[config.mk]
export PLATFORM = sky130hd
export DESIGN_NAME = fcpf_fifo
export DESIGN_NICKNAME = d
export VERILOG_FILES = /design/src/common/fcpf_pkg.sv /design/src/hw/fcpf_gray_sync.sv /design/src/hw/fcpf_fifo.sv
export SDC_FILE = /design/constraint.sdc
export NUM_CORES = 1
export LEC_CHECK = 0
export BUFFER_PORTS_ARGS = -buffer_cell sky130_fd_sc_hd__buf_2
export CAP_MARGIN = 0
export CORE_MARGIN = 2
export CORE_UTILIZATION = 40
export CTS_CLUSTER_DIAMETER = 100
export DETAILED_ROUTE_END_ITERATION = 10
export PLACE_DENSITY = 0.53
export SYNTH_ARGS = -nofsm -noshare
export SYNTH_HDL_FRONTEND = slang
export SYNTH_HIERARCHICAL = 1
export SYNTH_SLANG_ARGS = --single-unit
[constraint.sdc]
create_clock -name core_clk -period 12.1 [get_ports core_clk]
set_input_delay 1.21 -clock core_clk [delete_from_list [all_inputs] [get_ports core_clk]]
set_output_delay 1.21 -clock core_clk [all_outputs]
set_load 0.03 [all_outputs]
[src/common/fcpf_pkg.sv]
package fcpf_pkg;

    // Port and storage geometry
    localparam int FCPF_DATA_W = 9;
    localparam int FCPF_DEPTH_DEF = 64;
    localparam int FCPF_DEPTH_MIN = 64;
    localparam int FCPF_DEPTH_MAX = 8192;

    // Flag offsets are two data words each, low word first
    localparam int FCPF_OFF_W = 18;
    localparam int FCPF_CHUNK_LO_POS = 0;
    localparam int FCPF_CHUNK_HI_POS = 9;
    localparam logic [17:0] FCPF_OFF_RST = 18'h00007;

    // Offset access sequence
    localparam int FCPF_IDX_W = 2;
    localparam logic [1:0] FCPF_IDX_AE_LO = 2'h0;
    localparam logic [1:0] FCPF_IDX_AE_HI = 2'h1;
    localparam logic [1:0] FCPF_IDX_AF_LO = 2'h2;
    localparam logic [1:0] FCPF_IDX_AF_HI = 2'h3;
    localparam logic [1:0] FCPF_IDX_RST = 2'h0;

    // Output reset values
    localparam logic [8:0] FCPF_RDATA_RST = 9'h000;
    localparam logic FCPF_EMPTY_N_RST = 1'b0;
    localparam logic FCPF_FULL_N_RST = 1'b1;
    localparam logic FCPF_AEMPTY_N_RST = 1'b0;
    localparam logic FCPF_AFULL_N_RST = 1'b1;
    localparam logic FCPF_OE_N_RST = 1'b1;

    // Pointer sync depth, in flip-flops
    localparam int FCPF_SYNC_STAGES = 2;

endpackage

[src/hw/fcpf_gray_sync.sv]
`timescale 1ns/1ns
`default_nettype none

module fcpf_gray_sync #(
    parameter int W = 7
) (
    // Clock and reset
    input wire logic core_clk,
    input wire logic rst,
    // Pointer in and out
    input wire logic [W-1:0] gray_in,
    output logic [W-1:0] gray_out
);
    import fcpf_pkg::*;

    typedef struct packed {
        logic [W-1:0] stage1;
        logic [W-1:0] stage2;
    } fcpf_sync_type;

    fcpf_sync_type s_q;
    fcpf_sync_type s_d;

    // Gray code changes one bit per step, so a torn sample is still valid
    always_comb
    begin
        s_d = s_q;
        s_d.stage1 = gray_in;
        s_d.stage2 = s_q.stage1;
        if (rst)
        begin
            s_d = '0;
        end
    end

    always_ff @(posedge core_clk)
    begin
        s_q <= s_d;
    end

    assign gray_out = s_q.stage2;

endmodule

`default_nettype wire

[src/hw/fcpf_fifo.sv]
`timescale 1ns/1ns
`default_nettype none

module fcpf_fifo #(
    parameter int DEPTH = fcpf_pkg::FCPF_DEPTH_DEF
) (
    // Clock and resets
    input wire logic core_clk,
    input wire logic rst,
    input wire logic master_reset_n,
    // Write port
    input wire logic [fcpf_pkg::FCPF_DATA_W-1:0] write_data,
    input wire logic write_enable_primary_n,
    input wire logic write_enable_or_offset_load,
    // Read port
    input wire logic read_enable_a_n,
    input wire logic read_enable_b_n,
    input wire logic output_enable_n,
    output logic [fcpf_pkg::FCPF_DATA_W-1:0] read_data,
    output logic read_data_oe_n,
    // Flags
    output logic empty_flag_n,
    output logic full_flag_n,
    output logic almost_empty_flag_n,
    output logic almost_full_flag_n,
    // Configuration seen at reset
    output logic dual_enable_mode
);
    import fcpf_pkg::*;

    localparam int AW = $clog2(DEPTH);
    localparam int PW = AW + 1;
    localparam logic [PW-1:0] DEPTH_P = PW'(DEPTH);
    localparam logic [FCPF_OFF_W:0] DEPTH_O = (FCPF_OFF_W + 1)'(DEPTH);

    typedef struct packed {
        logic [PW-1:0] wr_bin;
        logic [PW-1:0] wr_gray;
        logic [PW-1:0] rd_bin;
        logic [PW-1:0] rd_gray;
        logic [FCPF_OFF_W-1:0] ae_off;
        logic [FCPF_OFF_W-1:0] af_off;
        logic [FCPF_IDX_W-1:0] load_wr_idx;
        logic [FCPF_IDX_W-1:0] load_rd_idx;
        logic dual_mode;
        logic [FCPF_DATA_W-1:0] rdata;
        logic oe_n;
        logic empty_n;
        logic full_n;
        logic aempty_n;
        logic afull_n;
    } fcpf_state_type;

    fcpf_state_type s_q;
    fcpf_state_type s_d;

    logic [FCPF_DATA_W-1:0] mem [DEPTH];
    logic [PW-1:0] rd_gray_sync;
    logic [PW-1:0] wr_gray_sync;
    logic res;
    logic offset_load_n;
    logic wr_push;
    logic load_write;
    logic rd_pop;
    logic load_read;
    logic [PW-1:0] wr_count;
    logic [PW-1:0] rd_count;
    logic [FCPF_OFF_W:0] af_sum;
    logic [FCPF_DATA_W-1:0] off_chunk;

    function automatic logic [PW-1:0] to_gray(input logic [PW-1:0] b);
        to_gray = b ^ (b >> 1);
    endfunction

    function automatic logic [PW-1:0] to_bin(input logic [PW-1:0] g);
        logic [PW-1:0] b;
        b[PW-1] = g[PW-1];
        for (int i = PW - 2; i >= 0; i--)
        begin
            b[i] = b[i+1] ^ g[i];
        end
        to_bin = b;
    endfunction

    // Each side sees the other pointer only after two flops
    fcpf_gray_sync #(
        .W(PW)
    ) u_rd_to_wr (
        .core_clk(core_clk),
        .rst(res),
        .gray_in(s_q.rd_gray),
        .gray_out(rd_gray_sync)
    );

    fcpf_gray_sync #(
        .W(PW)
    ) u_wr_to_rd (
        .core_clk(core_clk),
        .rst(res),
        .gray_in(s_q.wr_gray),
        .gray_out(wr_gray_sync)
    );

    // Either reset source empties the buffer
    assign res = rst | ~master_reset_n;

    // The dual pin is a load control only in flag mode
    assign offset_load_n = s_q.dual_mode | write_enable_or_offset_load;

    // Same pin level gates both modes: second enable or idle load
    assign wr_push = ~write_enable_primary_n & write_enable_or_offset_load
        & s_q.full_n;
    assign load_write = ~offset_load_n & ~write_enable_primary_n;
    assign load_read = ~offset_load_n & ~read_enable_a_n
        & ~read_enable_b_n;
    assign rd_pop = offset_load_n & ~read_enable_a_n & ~read_enable_b_n
        & s_q.empty_n;

    always_comb
    begin
        unique case (s_q.load_rd_idx)
            FCPF_IDX_AE_LO: off_chunk = s_q.ae_off[FCPF_CHUNK_LO_POS +: 9];
            FCPF_IDX_AE_HI: off_chunk = s_q.ae_off[FCPF_CHUNK_HI_POS +: 9];
            FCPF_IDX_AF_LO: off_chunk = s_q.af_off[FCPF_CHUNK_LO_POS +: 9];
            FCPF_IDX_AF_HI: off_chunk = s_q.af_off[FCPF_CHUNK_HI_POS +: 9];
        endcase
    end

    always_comb
    begin
        s_d = s_q;
        wr_count = '0;
        rd_count = '0;
        af_sum = '0;
        if (res)
        begin
            s_d.wr_bin = '0;
            s_d.wr_gray = '0;
            s_d.rd_bin = '0;
            s_d.rd_gray = '0;
            s_d.ae_off = FCPF_OFF_RST;
            s_d.af_off = FCPF_OFF_RST;
            s_d.load_wr_idx = FCPF_IDX_RST;
            s_d.load_rd_idx = FCPF_IDX_RST;
            // Strap follows the pin for as long as reset is held
            s_d.dual_mode = write_enable_or_offset_load;
            s_d.rdata = FCPF_RDATA_RST;
            s_d.oe_n = FCPF_OE_N_RST;
            s_d.empty_n = FCPF_EMPTY_N_RST;
            s_d.full_n = FCPF_FULL_N_RST;
            s_d.aempty_n = FCPF_AEMPTY_N_RST;
            s_d.afull_n = FCPF_AFULL_N_RST;
        end
        else
        begin
            s_d.oe_n = output_enable_n;
            // Write side
            if (wr_push)
            begin
                s_d.wr_bin = s_q.wr_bin + PW'(1);
                s_d.wr_gray = to_gray(s_d.wr_bin);
            end
            if (load_write)
            begin
                unique case (s_q.load_wr_idx)
                    FCPF_IDX_AE_LO:
                        s_d.ae_off[FCPF_CHUNK_LO_POS +: 9] = write_data;
                    FCPF_IDX_AE_HI:
                        s_d.ae_off[FCPF_CHUNK_HI_POS +: 9] = write_data;
                    FCPF_IDX_AF_LO:
                        s_d.af_off[FCPF_CHUNK_LO_POS +: 9] = write_data;
                    FCPF_IDX_AF_HI:
                        s_d.af_off[FCPF_CHUNK_HI_POS +: 9] = write_data;
                endcase
                s_d.load_wr_idx = s_q.load_wr_idx + FCPF_IDX_W'(1);
            end
            // Read side
            if (rd_pop)
            begin
                s_d.rdata = mem[s_q.rd_bin[AW-1:0]];
                s_d.rd_bin = s_q.rd_bin + PW'(1);
                s_d.rd_gray = to_gray(s_d.rd_bin);
            end
            else if (load_read)
            begin
                s_d.rdata = off_chunk;
                s_d.load_rd_idx = s_q.load_rd_idx + FCPF_IDX_W'(1);
            end
            // Write-side flags see a stale read pointer, so full is
            // pessimistic: safe, at the cost of a few cycles of headroom
            wr_count = s_d.wr_bin - to_bin(rd_gray_sync);
            af_sum = (FCPF_OFF_W + 1)'(wr_count)
                + {1'b0, s_d.af_off};
            s_d.full_n = wr_count != DEPTH_P;
            s_d.afull_n = af_sum < DEPTH_O;
            // Read-side flags likewise lag incoming writes
            rd_count = to_bin(wr_gray_sync) - s_d.rd_bin;
            s_d.empty_n = rd_count != '0;
            s_d.aempty_n = FCPF_OFF_W'(rd_count) > s_d.ae_off;
        end
    end

    // Flags are registered, so each new value stands a full cycle
    always_ff @(posedge core_clk)
    begin
        s_q <= s_d;
    end

    // Storage has no reset; only pointers define what is valid
    always_ff @(posedge core_clk)
    begin
        if (wr_push && !res)
        begin
            mem[s_q.wr_bin[AW-1:0]] <= write_data;
        end
    end

    assign read_data = s_q.rdata;
    assign read_data_oe_n = s_q.oe_n;
    assign empty_flag_n = s_q.empty_n;
    assign full_flag_n = s_q.full_n;
    assign almost_empty_flag_n = s_q.aempty_n;
    assign almost_full_flag_n = s_q.afull_n;
    assign dual_enable_mode = s_q.dual_mode;
endmodule

`default_nettype wire

== Yosys cells after proc, flatten, opt, wreduce, memory -nomap -nowiden ==
Memory sizes are Yosys's and may differ from the RTL's. A register that Yosys moved wholly into a read port is not among the register bits.
Cells that the tools add are included.

* Mux-type cells: 16
* Reductions and logical operators: 10
* Divide/modulo/power cells: 0
* Shift operators: 0
* Eq/ne operators: 7
* Bitwise gates (word level): 30
* Add/sub/neg operators: 7
* Multiply operators: 0
* Magnitude comparators: 2

{| class="wikitable"
|+ Operator list
! cell !! count
|-
| $mux 38 || 2
|-
| $mux 14 || 4
|-
| $mux 9 || 6
|-
| $pmux 9 s4 || 1
|-
| $add 7x18->19 || 1
|-
| $lt 19x7->1 const B || 1
|-
| $gt 7x18->1 || 1
|-
| $add 7x1->7 const B || 2
|-
| $sub 7x7->7 || 2
|-
| $xor 7x6->7 || 2
|-
| $xor 1x1->1 || 12
|-
| $and 1x1->1 || 8
|-
| $eq 2x2->1 const B || 4
|-
| $reduce_bool 2->1 || 4
|-
| $ne 7x7->1 const B || 1
|-
| $reduce_bool 7->1 || 1
|-
| $mux 6 || 1
|-
| $not 1->1 || 6
|-
| $add 2x1->2 const B || 2
|-
| $eq 2x1->1 const B || 2
|-
| $logic_not 2->1 || 2
|-
| $mux 1 || 2
|-
| $or 1x1->1 || 2
|-
| $reduce_and 2->1 || 1
|-
| other kinds (2) || 2
|}

* Memories kept: 1
* Memory bits (read-only): 0
* Bits in latches: 0
* Register bits after elaboration: 111
* RAM bits: 576
* Output and inout port bits: 15

{| class="wikitable"
|+ Memory list
! name !! words !! bits a word !! rd ports !! clocked after Yosys merged registers in !! wr ports !! line !! RTL
|-
| mem || 64 || 9 || 1 || 1 || 1 || fcpf_fifo.sv:57 || <nowiki>logic [FCPF_DATA_W-1:0] mem [DEPTH];</nowiki>
|}

== Depth between registers and ports, before layout ==
* Depth in word-level cells: 9
* Gate-level depth with buffers: 23
* Gate-level depth less buffers: 22

== Modules after synthesis ==
The synthesis kept the hierarchy.

{| class="wikitable"
|+ Modules (own cells, without submodules)
! module !! times used !! cells each !! area an instance (sq um)
|-
| fcpf_fifo || 1 || 1674 || 27244.9
|-
| fcpf_gray_sync || 2 || 36 || 460.4
|}

== Worst setup path before layout ==
OpenSTA, ideal clock, no wires.

* Path type: input to register
* Start: in write_enable_or_offset_load
* End: reg s_q, in the netlist almost_full_flag_n
* Slack: 7.399 ns
* Cell stages on the path: 19
* Data arrival time: 4.573 ns
* Library setup time: 0.128 ns
* Cell sequence: buf_6 nand3b_1 mux2i_1 inv_1 ha_1 nor2b_1 o21ai_0 nand2b_1 a21o_1 a21oi_1 xnor2_1 ha_1 o211ai_1 o211a_1 a311o_2 nor4b_1 a311o_1 o2111ai_1 a21oi_2

* Longest elaborated chain between the ends: 7
* Elaborated cells on any way between the ends: 12
* Classes of those cells: add/sub (2); order compare (1); mux (4); bitwise (5)

{| class="wikitable"
|+ RTL lines
! what !! line !! RTL
|-
| start, declared || fcpf_fifo.sv:14 || <nowiki>input wire logic write_enable_or_offset_load,</nowiki>
|-
| $and 1x1->1 or $or 1x1->1 (tied branches) || fcpf_fifo.sv:111, fcpf_fifo.sv:108 ||
|-
| $and 1x1->1 or $not 1->1 (tied branches) || fcpf_fifo.sv:112, fcpf_fifo.sv:113 ||
|-
| $mux 14 or $and 1x1->1 (tied branches) || fcpf_fifo.sv:158, fcpf_fifo.sv:113 ||
|-
| $mux 14 or $mux 38 (tied branches) || fcpf_fifo.sv:135, fcpf_fifo.sv:163 ||
|-
| $sub 7x7->7 or $mux 38 (tied branches) || fcpf_fifo.sv:191, fcpf_fifo.sv:135 ||
|-
| $add 7x18->19 (*) || fcpf_fifo.sv:193 || <nowiki>+ {1'b0, s_d.af_off};</nowiki>
|-
| $lt 19x7->1 (*) || fcpf_fifo.sv:195 || <nowiki>s_d.afull_n = af_sum < DEPTH_O;</nowiki>
|-
| end signal, assigned || fcpf_fifo.sv:206 || <nowiki>s_q <= s_d;</nowiki>
|-
| end, declared || fcpf_fifo.sv:54 || <nowiki>fcpf_state_type s_q;</nowiki>
|}

Mark *: on every way between the ends. The rest lies on a longest branch, timed or not. The select of a mux whose other input is x is not followed.
A chain may end at the register's enable or synchronous reset.

== Worst setup path in the final report ==
Ends and elaborated chain as after synthesis.

==> key figures <==
Outcome
  – Status: complete, no violations

Synthesis
  – Share of the synthesized area in the top cell type: 61.5%
  – Cells after synthesis: 1746
  – FF+latch count, synth: 687
  – Main synth FF type: edfxtp_1
  – Synth area leader: edfxtp_1
  – Synthesized net count: 1800
  – Avg Inst Size Synth: 16.1 µm²
  – Count leader, synth: edfxtp_1
  – Post-synth top cells: 577 x edfxtp_1, 133 x nor2_1, 119 x nand2_1
  – Post-Synthesis Cell Area: 28200 µm²
  – Synth async-reset ratio: 0%
  – Post-synth EDFFs: 577
  – Synth area leaders: edfxtp_1 62%, mux4_2 9.4%, dfxtp_1 7.8%, mux2i_1 3.5%, a21oi_1 1.8%
  – Cell variety after synth: 64
  – Ys Warns: 6
  – Sequential share of the synthesized area: 69.3%

Timing
  – Actual slew at the worst max-slew pin: 1.15 ns
  – RSZ-0062 raised after global routing: false
  – Min cycle time layout: 4.79 ns
  – Final Max Slew Viols: 0
  – Fin crit share: 39.5%
  – Fmax: 0.209 GHz
  – Endpoints failing setup: 0
  – Hold Vio Cnt, Final: 0
  – Fin Setup TNS: 0 ns
  – Min setup slack post-route: 7.31 ns
  – Slew headroom: 23.4%
  – Worst Skew: 0.0332 ns

Global route
  – Initial antenna violation count: 1
  – Global-route wire length before repair: 103000 µm
  – Grt ovf: 0
  – Total track usage: 19.2%
  – Pin count of the biggest net entering global routing: 97
  – Vias in the first global route: 15300

Floorplanning
  – Placement row count: 97
  – Die area: 72600 µm²
  – Die height: 269 µm
  – Initial Utilization: 40.3%
  – Placeable core area: 69900 µm²
  – IO Count: 32
  – Die span in x: 269 µm

Clock tree
  – Clk root buf: clkbuf_16
  – CTS tree: yes
  – Worst-path clk slew: 0.06 ns
  – Post-CTS sizing: 0
  – Num Clock Sinks: 687
  – # Post-CTS Setup Buffers: 0
  – Worst skew pair latency: 0.62 ns
  – Hold_buf cts: 0
  – H-tree depth: 3
  – TritonCTS buffer count: 74
  – CTS Buffer Depth: 3

Power and ir drop
  – Internal power: 3.93 mW
  – Clk pwr share: 45.9%
  – LEAKAGE: 9.99 nW
  – Maximum vdd ir drop: 0.120 mV
  – Net Sw Frac: 20.5%
  – Combinational power share: 2.1%
  – Net switching power: 1.01 mW
  – Pwr Total: 4.94 mW
  – Reg power frac: 52.0%
  – Pwr/cell area: 157 nW/µm²

Critical path
  – Endpoint arrival time on the critical path: 5.34 ns
  – Critical path buffer and inverter count: 2
  – Slowest library cell on the worst path: mux2i_1
  – CP peak stage delay: 0.44 ns
  – CP max FO: 10
  – Crit Path Class: input pin to register
  – CP Capture Type: register
  – Critical-path cell list: buf_2, nand3b_1, mux2i_1, inv_1, ha_1, nor2b_1, o21ai_0, nand2b_1, a21o_1, a21oi_1, xnor2_1, ha_1, a21oi_1, and3_1, a311o_2, nor4b_1, a311o_1, o2111ai_1, a21oi_2
  – CP top delay family: compound AO/OA/AOI/OAI gates
  – Worst Path Required: 12.66 ns
  – Startpoint Class: input pin

Final layout
  – Non-Filler Instances: 2761
  – Filler instances: 6201
  – Share of cells above drive strength 1: 17.5%
  – Final-stage net count: 1813
  – Area delta synth->final: 11.9%
  – Final Core Density: 45.1%

Placed design
  – Detailed placement HPWL: 41600 µm
  – I/O Buffers: 31
  – Gp weighted congestion: 0.829
  – Number of instances in the placed design: 2623
  – Worst slack at placement: 6.78 ns

Route
  – Drt wl/cell: 25.3 µm
  – Number of DRC markers in iteration 0: 1583
  – TritonRoute pass-1 iters: 6
  – Vias: 15200
  – Via density: 5.52
  – DRT Wirelength: 69900 µm
  – DRC: 0
  – ANT nets after route: 0

Worst hold path
  – Worst hold path type: register to register

Job
  – Max Cap Viol: 0
per-stage QoR:
| step | cell area (µm²) | hold slack [ns] |
|---|---|---|
| floorplan | 28200 | 0.411 |
| global placement | 29100 | 0.420 |
| detailed placement | 29100 | 0.419 |
| CTS | 31500 | 0.428 |
| global route | 31500 | 0.427 |
| finish | 31500 | 0.423 |
worst reg2reg max path, cell delays in order, from the launching register on:
cell and delay, ns:
dfxtp_1 0.32, xnor2_2 0.23, xor2_1 0.28, xor2_1 0.26, xor2_1 0.25, xor2_1 0.30, xnor2_1 0.11, ha_1 0.21
fa_1 0.41, nor2b_1 0.12, o21ai_0 0.08, nand2b_1 0.11, a21o_1 0.12, a21oi_1 0.07, xnor2_1 0.23, ha_1 0.20
inv_1 0.06, o211a_1 0.13, a311o_2 0.43, nor4b_1 0.18, a311o_1 0.30, o2111ai_1 0.10, a21oi_2 0.08
kinds of logic (layout without fill, tap and decap cells):
kind of cell / count (synthesis) / in the layout / share of synthesized area [%]
AO/OA/AOI/OAI: 232 / 232 / 5.29
XOR/XNOR: 59 / 59 / 1.86
adder cells (fa/ha/maj): 37 / 37 / 1.70
buffers and inverters: 139 / 212 / 2.47
flip-flops: 687 / 687 / 69.3
multiplexers: 218 / 218 / 13.0
other: 0 / 2 / 0
AND/OR/NAND/NOR: 374 / 374 / 6.40
placed cells by master, fill, tap and decap left out, types with 10 or more instances in the layout:
cell / count
mux4_2: 117
and3_1: 13
clkinv_1: 10
o21ai_0: 26
clkinv_2: 12
nor2_1: 133
clkbuf_1: 22
buf_2: 31
xnor2_1: 32
nand2_1: 119
buf_4: 26
clkbuf_16: 76
edfxtp_1: 577
o22ai_1: 10
mux2i_1: 98
inv_1: 17
o221ai_1: 27
ha_1: 35
dfxtp_1: 107
xor2_1: 26
a21o_1: 13
nand3_1: 15
a21oi_1: 101
nor2b_2: 21
state kept, by name (all words and copies together) (netlist names), 7 cells and up:
name                 cells
u_rd_to_wr/gray_out      7
u_wr_to_rd/s_q           7
s_q                     68
mem                    576
u_rd_to_wr/s_q           7
u_wr_to_rd/gray_out      7
read_data                9
power by group through the flow:
stage	clock (mW)	combinational [mW]	sequential, mW
after global routing	2.40	0.112	2.57
after CTS	2.31	0.105	2.57
after detailed placement	0	0.105	2.62
final	2.27	0.104	2.57
after global placement	0	0.102	2.62
after floorplan	0	0.0440	2.62
final timing paths:
| kind | startpoint | to | slack [ns] | depth (start not counted) |
|---|---|---|---|---|
| worst min-delay path | u_wr_to_rd/s_q[10] | u_wr_to_rd/gray_out[3] | 0.42 | 1 |
| worst max register to register | u_rd_to_wr/gray_out[5] | almost_full_flag_n | 7.40 | 22 |
| worst max-delay path | write_enable_or_offset_load | almost_full_flag_n | 7.31 | 19 |
| worst min register to register | u_wr_to_rd/s_q[10] | u_wr_to_rd/gray_out[3] | 0.42 | 1 |
final cells by class:
cell class,count,area (µm²),share of cell area (%)
inverter,19,73.8,0.234
sequential,687,19500,62.0
antenna,2,5.00,0.0159
clock buffer,102,2040,6.47
tap,940,1180,3.73
multi-input combinational,920,7960,25.2
timing repair buffer,57,350,1.11
clock inverter,34,388,1.23
metal layers:
layer | up-vias | wire length [µm] | global-route usage [%]
li1 | 6750 | - | -
met1 | 7879 | 31000 | 27.5
met2 | 515 | 32900 | 30.2
met3 | 92 | 4750 | 3.63
met4 | 0 | 1220 | 4.56
met5 | - | 0 | 0
Note: power is estimated with default switching activity, not from simulation.
